$ cat src/logic/sfr_pkg.sv
// Constants for the serial flash read command sequencer.
// Assumes one system clock; the serial pins are sampled on it.
package sfr_pkg;

	// ****************************************
	// Opcodes
	// ****************************************
	localparam logic [7:0] OPC_LEGACY    = 8'he8;
	localparam logic [7:0] OPC_FAST      = 8'h0b;
	localparam logic [7:0] OPC_SLOW      = 8'h03;
	localparam logic [7:0] OPC_PAGE      = 8'hd2;
	localparam logic [7:0] OPC_BUF1_FAST = 8'hd4;
	localparam logic [7:0] OPC_BUF1_SLOW = 8'hd1;
	localparam logic [7:0] OPC_BUF2_FAST = 8'hd6;
	localparam logic [7:0] OPC_BUF2_SLOW = 8'hd3;

	// ****************************************
	// Header lengths in serial clocks
	// ****************************************
	localparam logic [6:0] OPC_LAST_BIT  = 7'h07;
	localparam logic [6:0] ADDR_LAST_BIT = 7'h1f;
	localparam logic [6:0] HDR_NONE      = 7'h20;
	localparam logic [6:0] HDR_ONE       = 7'h28;
	localparam logic [6:0] HDR_FOUR      = 7'h40;
	localparam logic [6:0] HDR_BAD       = 7'h00;

	// ****************************************
	// Page geometry and memory port selects
	// ****************************************
	localparam logic [9:0] BYTE_LAST_528 = 10'h20f;
	localparam logic [9:0] BYTE_LAST_512 = 10'h1ff;
	localparam logic [1:0] SEL_ARRAY     = 2'h0;
	localparam logic [1:0] SEL_BUF1      = 2'h1;
	localparam logic [1:0] SEL_BUF2      = 2'h2;
	localparam logic [7:0] IDLE_BYTE     = 8'hff;
	localparam int         FIFO_DEPTH    = 2;

	typedef enum logic [1:0] {ST_IDLE, ST_HDR, ST_DATA, ST_SKIP}
		sfr_state_type;

endpackage : sfr_pkg

$ cat src/logic/sfr_read_seq.sv
// Read command sequencer of a serial flash with two page buffers.
// Assumes serial pins synchronous to clock, memory answers each fetch
// within half a serial clock period.
module sfr_read_seq
	import sfr_pkg::*;
(
	input  wire logic        clock,
	input  wire logic        rst,
	input  wire logic        resetN,
	input  wire logic        csN,
	input  wire logic        sck,
	input  wire logic        si,
	input  wire logic        pageIs512,
	output logic             so,
	output logic             soOe,
	output logic             memReq,
	input  wire logic        memGrant,
	output logic [1:0]       memSel,
	output logic [11:0]      memPage,
	output logic [9:0]       memByte,
	input  wire logic        memRdValid,
	input  wire logic [7:0]  memRdData,
	output logic             memRdReady
);

	// ****************************************
	// Decoding
	// ****************************************
	function automatic logic [6:0] hdrOf(input logic [7:0] op);
		case (op)
			OPC_LEGACY, OPC_PAGE: hdrOf = HDR_FOUR;
			OPC_FAST, OPC_BUF1_FAST, OPC_BUF1_SLOW,
			OPC_BUF2_FAST, OPC_BUF2_SLOW: hdrOf = HDR_ONE;
			OPC_SLOW: hdrOf = HDR_NONE;
			default: hdrOf = HDR_BAD;
		endcase
	endfunction : hdrOf

	sfr_state_type state_reg;
	logic        sckPrev_reg;
	logic [6:0]  cnt_reg;
	logic [6:0]  hdrLen_reg;
	logic [23:0] addr_reg;
	logic [1:0]  src_reg;
	logic        samePage_reg;
	logic        fetchEn_reg;
	logic        pend_reg;
	logic [11:0] page_reg;
	logic [9:0]  byte_reg;
	logic [7:0]  fifo_reg [FIFO_DEPTH];
	logic        wrPtr_reg;
	logic        rdPtr_reg;
	logic [1:0]  count_reg;
	logic [2:0]  bitIdx_reg;
	logic [6:0]  shOut_reg;
	logic        so_reg;

	wire        active   = resetN & ~csN;
	wire        sckRise  = sck & ~sckPrev_reg;
	wire        sckFall  = ~sck & sckPrev_reg;
	wire        hdrRise  = active & sckRise & (state_reg == ST_HDR);
	wire [23:0] shiftIn  = {addr_reg[22:0], si};
	wire [7:0]  opIn     = shiftIn[7:0];
	wire [6:0]  opLen    = hdrOf(opIn);
	wire        opIsBuf1 = (opIn == OPC_BUF1_FAST) | (opIn == OPC_BUF1_SLOW);
	wire        opIsBuf2 = (opIn == OPC_BUF2_FAST) | (opIn == OPC_BUF2_SLOW);
	wire        opDone   = hdrRise & (cnt_reg == OPC_LAST_BIT);
	wire        addrDone = hdrRise & (cnt_reg == ADDR_LAST_BIT);
	wire        hdrDone  = hdrRise & (7'(cnt_reg + 7'h01) == hdrLen_reg);
	// Split of the three address bytes
	wire [11:0] pageIn   = pageIs512 ? shiftIn[20:9] : shiftIn[21:10];
	wire [9:0]  byteIn   = pageIs512 ? {1'b0, shiftIn[8:0]}
	                                 : shiftIn[9:0];
	wire [9:0]  byteLast = pageIs512 ? BYTE_LAST_512 : BYTE_LAST_528;
	wire        atLast   = (byte_reg == byteLast);
	wire        fetch    = memReq & memGrant;
	wire        full     = (count_reg == 2'(FIFO_DEPTH));
	wire        empty    = (count_reg == 2'h0);
	wire        push     = memRdValid & memRdReady & fetchEn_reg;
	wire        pop      = active & sckFall & (state_reg == ST_DATA)
	                       & (bitIdx_reg == 3'h0) & ~empty;
	wire [7:0]  headByte = empty ? IDLE_BYTE : fifo_reg[rdPtr_reg];

	// ****************************************
	// Command state
	// ****************************************
	always_ff @(posedge clock or posedge rst) begin
		if (rst) begin
			state_reg <= ST_IDLE;
			cnt_reg   <= 7'h00;
			addr_reg  <= 24'h000000;
		end else if (!active) begin
			state_reg <= ST_IDLE;
			cnt_reg   <= 7'h00;
		end else if (state_reg == ST_IDLE) begin
			state_reg <= ST_HDR;
		end else if (hdrRise) begin
			addr_reg <= shiftIn;
			cnt_reg  <= 7'(cnt_reg + 7'h01);
			if (opDone && opLen == HDR_BAD)
				state_reg <= ST_SKIP;
			else if (hdrDone || (addrDone && hdrLen_reg == HDR_NONE))
				state_reg <= ST_DATA;
		end
	end

	always_ff @(posedge clock or posedge rst) begin
		if (rst) begin
			sckPrev_reg  <= 1'b0;
			hdrLen_reg   <= HDR_BAD;
			src_reg      <= SEL_ARRAY;
			samePage_reg <= 1'b0;
		end else begin
			sckPrev_reg <= sck;
			if (opDone) begin
				hdrLen_reg   <= opLen;
				src_reg      <= opIsBuf1 ? SEL_BUF1 :
				                opIsBuf2 ? SEL_BUF2 : SEL_ARRAY;
				samePage_reg <= opIsBuf1 | opIsBuf2
				                | (opIn == OPC_PAGE);
			end
		end
	end

	// ****************************************
	// Fetch address counter
	// ****************************************
	always_ff @(posedge clock or posedge rst) begin
		if (rst) begin
			page_reg    <= 12'h000;
			byte_reg    <= 10'h000;
			fetchEn_reg <= 1'b0;
			pend_reg    <= 1'b0;
		end else begin
			if (!active)
				fetchEn_reg <= 1'b0;
			else if (addrDone)
				fetchEn_reg <= 1'b1;
			if (fetch)
				pend_reg <= 1'b1;
			else if (memRdValid)
				pend_reg <= 1'b0;
			if (addrDone) begin
				page_reg <= pageIn;
				byte_reg <= byteIn;
			end else if (fetch) begin
				byte_reg <= atLast ? 10'h000 : 10'(byte_reg + 10'h001);
				if (atLast && !samePage_reg)
					page_reg <= 12'(page_reg + 12'h001);
			end
		end
	end

	// Read-only port: no write path into either buffer exists
	assign memReq     = fetchEn_reg & ~pend_reg & ~full;
	assign memSel     = src_reg;
	assign memPage    = page_reg;
	assign memByte    = byte_reg;
	// Late answers of an ended read are drained and dropped
	assign memRdReady = ~full | ~fetchEn_reg;

	// ****************************************
	// Two-entry data buffer
	// ****************************************
	always_ff @(posedge clock or posedge rst) begin
		if (rst) begin
			wrPtr_reg <= 1'b0;
			rdPtr_reg <= 1'b0;
			count_reg <= 2'h0;
		end else if (!fetchEn_reg) begin
			wrPtr_reg <= 1'b0;
			rdPtr_reg <= 1'b0;
			count_reg <= 2'h0;
		end else begin
			if (push)
				wrPtr_reg <= ~wrPtr_reg;
			if (pop)
				rdPtr_reg <= ~rdPtr_reg;
			count_reg <= 2'(count_reg + {1'b0, push} - {1'b0, pop});
		end
	end

	always_ff @(posedge clock) begin
		if (push)
			fifo_reg[wrPtr_reg] <= memRdData;
	end

	// ****************************************
	// Serial output
	// ****************************************
	always_ff @(posedge clock or posedge rst) begin
		if (rst) begin
			bitIdx_reg <= 3'h0;
			shOut_reg  <= 7'h00;
			so_reg     <= 1'b0;
		end else if (state_reg != ST_DATA) begin
			bitIdx_reg <= 3'h0;
		end else if (sckFall) begin
			bitIdx_reg <= 3'(bitIdx_reg + 3'h1);
			if (bitIdx_reg == 3'h0) begin
				so_reg    <= headByte[7];
				shOut_reg <= headByte[6:0];
			end else begin
				so_reg    <= shOut_reg[6];
				shOut_reg <= {shOut_reg[5:0], 1'b0};
			end
		end
	end

	assign so   = so_reg;
	assign soOe = (state_reg == ST_DATA);

	// ****************************************
	// Checks
	// ****************************************
	csHigh_tristate_a: assert property (@(posedge clock) disable iff (rst)
		csN |=> !soOe)
		else $error("output driven after select went high");

	reset_holds_idle_a: assert property (@(posedge clock) disable iff (rst)
		!resetN |=> state_reg == ST_IDLE && !memReq)
		else $error("sequencer not idle under reset pin");

	legacy_four_dummy_a: assert property (@(posedge clock) disable iff (rst)
		opDone && opIn == OPC_LEGACY |=> hdrLen_reg == HDR_FOUR && !samePage_reg)
		else $error("legacy read header length wrong");

	fast_one_dummy_a: assert property (@(posedge clock) disable iff (rst)
		opDone && opIn == OPC_FAST |=> hdrLen_reg == HDR_ONE && src_reg == SEL_ARRAY)
		else $error("fast read header length wrong");

	slow_no_dummy_a: assert property (@(posedge clock) disable iff (rst)
		addrDone && hdrLen_reg == HDR_NONE |=> state_reg == ST_DATA && memReq)
		else $error("slow read did not start at address end");

	page_read_hdr_a: assert property (@(posedge clock) disable iff (rst)
		opDone && opIn == OPC_PAGE |=> hdrLen_reg == HDR_FOUR && samePage_reg)
		else $error("page read decode wrong");

	buf_select_a: assert property (@(posedge clock) disable iff (rst)
		opDone && (opIn == OPC_BUF2_FAST || opIn == OPC_BUF2_SLOW)
		|=> src_reg == SEL_BUF2 && hdrLen_reg == HDR_ONE)
		else $error("buffer two not selected");

	data_after_hdr_a: assert property (@(posedge clock) disable iff (rst)
		$rose(state_reg == ST_DATA) |-> $past(cnt_reg) == 7'(hdrLen_reg - 7'h01))
		else $error("data phase started at wrong clock");

	next_page_a: assert property (@(posedge clock) disable iff (rst)
		fetch && atLast && !samePage_reg && !addrDone
		|=> memByte == 10'h000 && memPage == 12'($past(memPage) + 12'h001))
		else $error("continuous read did not cross page");

	same_page_a: assert property (@(posedge clock) disable iff (rst)
		fetch && atLast && samePage_reg && !addrDone
		|=> memByte == 10'h000 && $stable(memPage))
		else $error("page or buffer read left its page");

	byte_step_a: assert property (@(posedge clock) disable iff (rst)
		fetch && !atLast && !addrDone
		|=> memByte == 10'($past(memByte) + 10'h001))
		else $error("address counter did not advance");

	array_source_a: assert property (@(posedge clock) disable iff (rst)
		fetch && hdrLen_reg != HDR_ONE |-> memSel == SEL_ARRAY)
		else $error("array read fetched from a buffer");

	array_wrap_a: assert property (@(posedge clock) disable iff (rst)
		fetch && atLast && !samePage_reg && memPage == 12'hfff && !addrDone
		|=> memPage == 12'h000 && memByte == 10'h000)
		else $error("array end did not wrap to first page");

	msb_first_a: assert property (@(posedge clock) disable iff (rst)
		hdrRise
		|=> addr_reg[0] == $past(si) && addr_reg[1] == $past(addr_reg[0]))
		else $error("serial input not shifted in order");

	byte_bound_a: assert property (@(posedge clock) disable iff (rst)
		fetchEn_reg && pageIs512 |-> !memByte[9])
		else $error("byte counter left a 512-byte page");

endmodule : sfr_read_seq

$ cat config.mk
export PLATFORM = sky130hd
export DESIGN_NAME = sfr_read_seq
export DESIGN_NICKNAME = d
export VERILOG_FILES = /design/src/logic/sfr_pkg.sv /design/src/logic/sfr_read_seq.sv
export SDC_FILE = /design/constraint.sdc
export NUM_CORES = 1
export LEC_CHECK = 0
export ABC_AREA = 0
export BUFFER_PORTS_ARGS = -buffer_cell sky130_fd_sc_hd__buf_2
export CORE_ASPECT_RATIO = 0.75
export CORE_MARGIN = 8
export CORE_UTILIZATION = 47
export DETAILED_ROUTE_END_ITERATION = 12
export HOLD_SLACK_MARGIN = 0.15
export PLACE_DENSITY = 0.65
export SYNTH_ARGS = -nofsm -noshare
export SYNTH_HDL_FRONTEND = slang
export SYNTH_SLANG_ARGS = --single-unit
$ cat constraint.sdc
create_clock -name clock -period 2.3 [get_ports clock]
set_clock_uncertainty 0.2 [all_clocks]
set_input_delay 0.345 -clock clock [delete_from_list [all_inputs] [get_ports clock]]
set_output_delay 0.345 -clock clock [all_outputs]
set_load 0.01 [all_outputs]
## Word level (Yosys, flattened, before mapping)

Memory sizes are Yosys's and may differ from the RTL's.
Index checks and enable logic that the tools add are counted.

- Word-level logic and storage cells: 137
- Register bits after elaboration: 80
- Latch bits: 0
- Memories: 1
- Memory bits (read-only): 0
- Memory bits (writable): 16

Memories:

| memory | words | width | rd ports | clocked after memory_dff | write ports | RTL line | source |
|---|---|---|---|---|---|---|---|
| fifo_reg | 2 | 8 | 1 | 0 | 1 | sfr_read_seq.sv:50 | `logic [7:0] fifo_reg [FIFO_DEPTH];` |

- Divide/modulo/power cells: 0
- Mux-type cells: 36
- Equal/unequal tests: 24
- Reductions and logical operators: 20
- $add $sub $neg: 6
- Bitwise gates (word level): 33
- Multiply operators: 0
- Magnitude comparators: 0
- Shifts and indexed selects: 0

Operators with widths:

| operator | count |
|---|---|
| two-way mux 10 bit | 5 |
| == test 8 bit (second input constant) | 6 |
| two-way mux 12 bit | 4 |
| two-way mux 7 bit | 4 |
| one-hot mux 7 bit (3 select lines) | 1 |
| AND 1 bit | 17 |
| two-way mux 2 bit | 8 |
| adder 12 x 1 -> 12 bit (second input constant) | 1 |
| two-way mux 1 bit | 11 |
| NOT 1 bit | 11 |
| adder 10 x 1 -> 10 bit (second input constant) | 1 |
| == test 10 bit | 1 |
| == test 8 x 2 -> 1 bit (second input constant) | 1 |
| == test 8 x 4 -> 1 bit (second input constant) | 1 |
| two-way mux 8 bit | 1 |
| != test 2 x 1 -> 1 bit (second input constant) | 4 |
| AND reduction 2 bit | 4 |
| nonzero test 2 bit | 4 |
| adder 7 x 1 -> 7 bit (second input constant) | 1 |
| == test 7 x 3 -> 1 bit (second input constant) | 1 |
| == test 7 x 5 -> 1 bit (second input constant) | 1 |
| == test 7 x 6 -> 1 bit (second input constant) | 1 |
| == test 7 bit | 1 |
| logical NOT 7 bit | 1 |
| 18 further kinds | 28 |

## Logic depth before layout (Yosys ltp)

- Depth in word-level cells: 12
- Gate-level depth with buffers: 11
- Gate-level depth less buffers: 10

## Least setup slack after synthesis

Ideal clock, no wire load.

- Path type: register to register
- From: reg bitIdx_reg[0]
- To: reg count_reg[0]
- Stages on the path, launching flop included: 11
- Path slack: -0.129 ns
- Buffers on the path: 1
- Arrival: 2.110 ns
- Clock period less this slack: 2.429 ns
- Required time: 1.981 ns
- Cells stage by stage: dfrtp_1 inv_1 ha_1 nor2b_1 clkbuf_1 o21ai_1 nor3_1 ha_1 inv_1 ha_1 and2_1

- Cells in the longest elaborated chain, start to end: 5

RTL lines:

| element | RTL line | source |
|---|---|---|
| start: declaration | sfr_read_seq.sv:54 | `logic [2:0] bitIdx_reg;` |
| start signal: assignment | sfr_read_seq.sv:199 | `bitIdx_reg <= 3'(bitIdx_reg + 3'h1);` |
| logical NOT 3 bit | sfr_read_seq.sv:81 | `& (bitIdx_reg == 3'h0) & ~empty;` |
| AND 1 bit (2 in series) | sfr_read_seq.sv:81 |  |
| subtractor 2 x 1 -> 2 bit | sfr_read_seq.sv:179 | `count_reg <= 2'(count_reg + {1'b0, push} - {1'b0, pop});` |
| two-way mux 2 bit | sfr_read_seq.sv:170 | `end else if (!fetchEn_reg) begin` |
| end signal: assignment | sfr_read_seq.sv:179 |  |
| end: declaration | sfr_read_seq.sv:53 | `logic [1:0] count_reg;` |

Every way passes these cells.
A chain may end at the register's enable or synchronous reset.

## Worst setup path after layout

- From: reg byte_reg[4], in the netlist memByte[4]
- To: reg page_reg[7], in the netlist memPage[7]

- Cells in the longest elaborated chain, start to end: 4

RTL lines:

| element | RTL line | source |
|---|---|---|
| start: declaration | sfr_read_seq.sv:49 | `logic [9:0] byte_reg;` |
| start signal: assignment | sfr_read_seq.sv:145 | `byte_reg <= byteIn;` |
| start signal: assignment | sfr_read_seq.sv:147 | `byte_reg <= atLast ? 10'h000 : 10'(byte_reg + 10'h001);` |
| == test 10 bit | sfr_read_seq.sv:75 | `wire atLast = (byte_reg == byteLast);` |
| logical AND 1 bit | sfr_read_seq.sv:148 | `if (atLast && !samePage_reg)` |
| nonzero test 2 bit (no line) | -- |  |
| AND reduction 2 bit (no line) | -- |  |
| end signal: assignment | sfr_read_seq.sv:144 | `page_reg <= pageIn;` |
| end signal: assignment | sfr_read_seq.sv:149 | `page_reg <= 12'(page_reg + 12'h001);` |
| end: declaration | sfr_read_seq.sv:48 | `logic [11:0] page_reg;` |

Every way passes these cells.

==> metrics.md <==
| Metric | Value |
|---|---|
| Fraction of synthesized area in multiplexers | `0.02840` |
| Crit-path slowest cell | `a2111o_2` |
| Synth async-reset ratio | `0.8261` |
| Crit path required time | `2320 ps` |
| CP Cell Sequence | `nand3_2 -> or4_4 -> a2111o_2 -> nor3_2 -> xnor2_1 -> a21oi_1` |
| Seq cells post-synth | `92` |
| Post-synth top area share | `0.4151` |
| Worst hold-check path type | `in2reg` |
| Fin nets | `between 600 and 700` |
| Most common library cells after synthesis | `nand2_1, dfrtp_1, o21ai_0` |
| Final wirelength | `11360 um` |
| Initial Util | `0.4783` |
| CTS Sinks | `92` |
| Worst setup margin | `-83.78 ps` |
| Die area | `between 10000 and 15000 um2` |
| FF-to-FF path depth | `6` |
| Run status | `finished, violations left` |
| Leakage | `approximately 2.7 nW` |
| CTS tree | `yes` |
| Slowest Stage Delay on Critical Path | `~630 ps` |
| Average routed wire per standard cell | `between 15 and 20 um` |
| Xor and xnor area share after synthesis | `0.04970` |
| Primary FF master, synth | `dfrtp_1` |
| Register area share after synthesis | `0.5199` |
| Clk slew on worst S/H paths | `70 ps` |
| Global-route usage over all layers | `0.1791` |
| Number of flops mapped to enable cells by yosys | `16` |
| Crit. End Element | `flip-flop` |
| Reg-to-Reg Start | `memByte[4]$_DFFE_PP0P_` |
| Post-layout util | `0.6091` |
| DR vias/cell | `~5.4` |
| Die Y-Extent | `101.5 um` |
| Post-route minimum period | `2384 ps` |
| Core ar. | `between 9000 and 10000 um2` |
| First-pass GRT wire length | `roughly 19000 um` |
| Congestion Overflow GR | `0` |
| DRT Pass-1 Iters | `4` |
| Register area | `2384 um2` |
| Synth Area in Adders | `0.02185` |
| Setup CP Type | `reg2reg` |
| I/O Buffers | `44` |
| DRT antenna net count | `0` |
| Min-delay src | `resetN` |
| Post-route DRC violation count | `0` |
| Initial antenna violation count | `0` |
| Cell taking the most area after synthesis | `dfrtp_1` |
| Flop2flop setup slack | `-80 ps` |
| Dominant cells by area after synthesis | `dfrtp_1, edfxtp_1, nand2_1` |
| # rows | `31` |
| Largest family of logic cells by synthesized area | `simple AND/OR/NAND/NOR gates` |
| Top Ports | `45` |
| CP Launch Type | `flip-flop` |
| Multi-input gate area | `approximately 2200 um2` |
| Finish-stage setup viols | `7` |
| HPWL Detailed | `7807 um` |
| RR Endpoint | `memPage[7]$_DFFE_PP0P_` |
| Hold Path Sink | `cnt_reg[2]$_DFFE_PP0P_` |
| ANT cells | `0` |
| Via count | `3887` |
| Synthesized instance count | `approximately 490` |
| Worst-margin pin slew | `582.6 ps` |
| Routability Congestion | `0.8719` |
| Syn-to-layout area delta | `27.36%` |
| H-Tree Depth | `3` |
| Crit Path Max Fanout | `7` |
| Mapped Avg Cell Area | `9.370 um2` |
| Max_cap viols | `0` |
| Max reg flops | `21` |
| Worst hold path cell count | `3` |
| 1st-iter DRT viols | `between 300 and 400` |
| Bufs on Longest Clock Path | `2` |
| Count of different cell masters after synthesis | `43` |
| CTS Buf Count | `9` |
| Tcrit/Tclk final | `1.036` |
| Largest net degree at the start of global routing | `29` |
| Cells after DPL | `about 690` |
| Worst EP arrival | `2410 ps` |
| Vias in the first global route | `3799` |
| Clk root buf | `clkbuf_16` |
| Power density over the cells | `between 600 and 700 nW/um2` |
| Non-filler cells, final | `721` |
| FMAX | `0.4195 GHz` |
| Post-Synth Simple-Gate Area | `0.2307` |
| Post-Syn Area | `4582 um2` |
| Failing checks | `negative setup slack` |
| Syn Nets | `514` |
| RSZ-0062 raised after global routing | `true` |
| Worst-Skew Late Latency | `340 ps` |
| Compound-Gate Fraction of Synth Area | `0.1215` |
| Proportion of layout cells with a drive suffix above 1 | `0.2343` |
| Syn. warnings | `0` |
| Final Max Tran Viols | `0` |
| Top-count cell post-synth | `nand2_1` |
| Die span in x | `around 130 um` |
| Fill cell count | `between 800 and 900` |
| Peak VDD IR | `330.2 uV` |
| Slew headroom | `0.6108` |
| Final hold vios | `0` |
-- worst max-delay path: cells and delay by family (launching register included) --
kind            cells  cell delay (ps)
simple gates        3              810
compound gates      2              720
flops               1              390
xor+xnor            1              140
-- how the worst max path moves through the flow --
stage,slack [ps],to,start
2_1_floorplan,4,memPage[9]$_DFFE_PP0P_,memByte[5]$_DFFE_PP0P_
3_3_place_gp,-20,memPage[9]$_DFFE_PP0P_,pageIs512
3_5_place_dp,-80,memPage[6]$_DFFE_PP0P_,pageIs512
4_1_cts,-30,memPage[9]$_DFFE_PP0P_,memByte[6]$_DFFE_PP0P_
5_1_grt,-140,memPage[7]$_DFFE_PP0P_,memByte[6]$_DFFE_PP0P_
6_report,-80,memPage[7]$_DFFE_PP0P_,memByte[4]$_DFFE_PP0P_
-- where the power goes --
part | internal, mW | switching (mW)
registers | 1.68 | 0.0169
logic | 0.0837 | 0.115
clock network | 0.968 | 0.660
-- repair_timing --
item / in CTS / in global routing
gates resized for setup: 2 / 12
pin swaps: 0 / 11
hold buffers: 12 / 0
setup buffers: 0 / 4
endpoints found under the hold margin: 40 / 0
endpoints found under the setup margin: 6 / 13
-- cell families after synthesis --
| family | count (synthesis) |
|---|---|
| muxes | 12 |
| AOI/OAI and AO/OA | 94 |
| DFF | 92 |
| buffers and inverters | 34 |
| adders and majority gates | 8 |
| and+or+nand+nor | 223 |
| xor gates and xnor gates | 26 |
-- placed cells by master, fill, tap and decap left out, types with 3 or more instances in the layout --
| cell | n |
|---|---|
| buf_4 | 46 |
| o31ai_1 | 3 |
| mux2i_1 | 4 |
| nor3_2 | 5 |
| and2_1 | 16 |
| nand4_1 | 7 |
| ha_1 | 8 |
| o21ai_0 | 37 |
| a21oi_1 | 21 |
| nand2_1 | 105 |
| clkbuf_16 | 9 |
| xnor2_1 | 16 |
| o22ai_1 | 7 |
| nand2b_1 | 7 |
| a211oi_1 | 12 |
| dlygate4sd3_1 | 12 |
| dfrtp_1 | 75 |
| xor2_1 | 10 |
| clkinvlp_4 | 3 |
| nand3_1 | 17 |
| buf_2 | 44 |
| nor2b_1 | 7 |
| nor2_1 | 29 |
| nor3_1 | 4 |
| inv_1 | 11 |
| nor4_1 | 4 |
| buf_12 | 3 |
| and3_1 | 6 |
| edfxtp_1 | 16 |
| mux2_2 | 8 |
-- layout make-up --
type	instances	area share
Timing Repair Buffer	105	0.1278
Sequential cell	92	0.4084
Inverter	13	0.009005
Clock inverter	7	0.01780
Multi-Input combinational cell	363	0.3701
Clock buffer	9	0.03859
Tap cell	132	0.02830
-- metal layers --
| layer | up-vias | share of wire | track usage |
|---|---|---|---|
| li1 | 1892 | - | - |
| met1 | 1885 | 0.49 | 0.2538 |
| met2 | 103 | 0.45 | 0.2687 |
| met3 | 7 | 0.052 | 0.04261 |
| met4 | 0 | 0.0084 | 0.04715 |
| met5 | - | 0 | 0 |
-- through the flow --
| step | setup slack (ps) | hold slack (ps) | instance area, um2 | setup TNS [ps] | total power, mW |
|---|---|---|---|---|---|
| detailed placement | -75.17 | 231.1 | 5283 | -238.1 | 1.910 |
| floorplan | 4.120 | 176.4 | 4596 | 0 | 1.822 |
| global route | -143.3 | 211.3 | 5836 | -878.6 | 3.648 |
| CTS | -29.68 | 194.0 | 5742 | -69.84 | 3.550 |
| finish | -83.78 | 198.7 | 5836 | -393.9 | 3.522 |
| global placement | -17.93 | 225.8 | 5283 | -20.62 | 1.902 |
(Power assumes the default switching activity.)
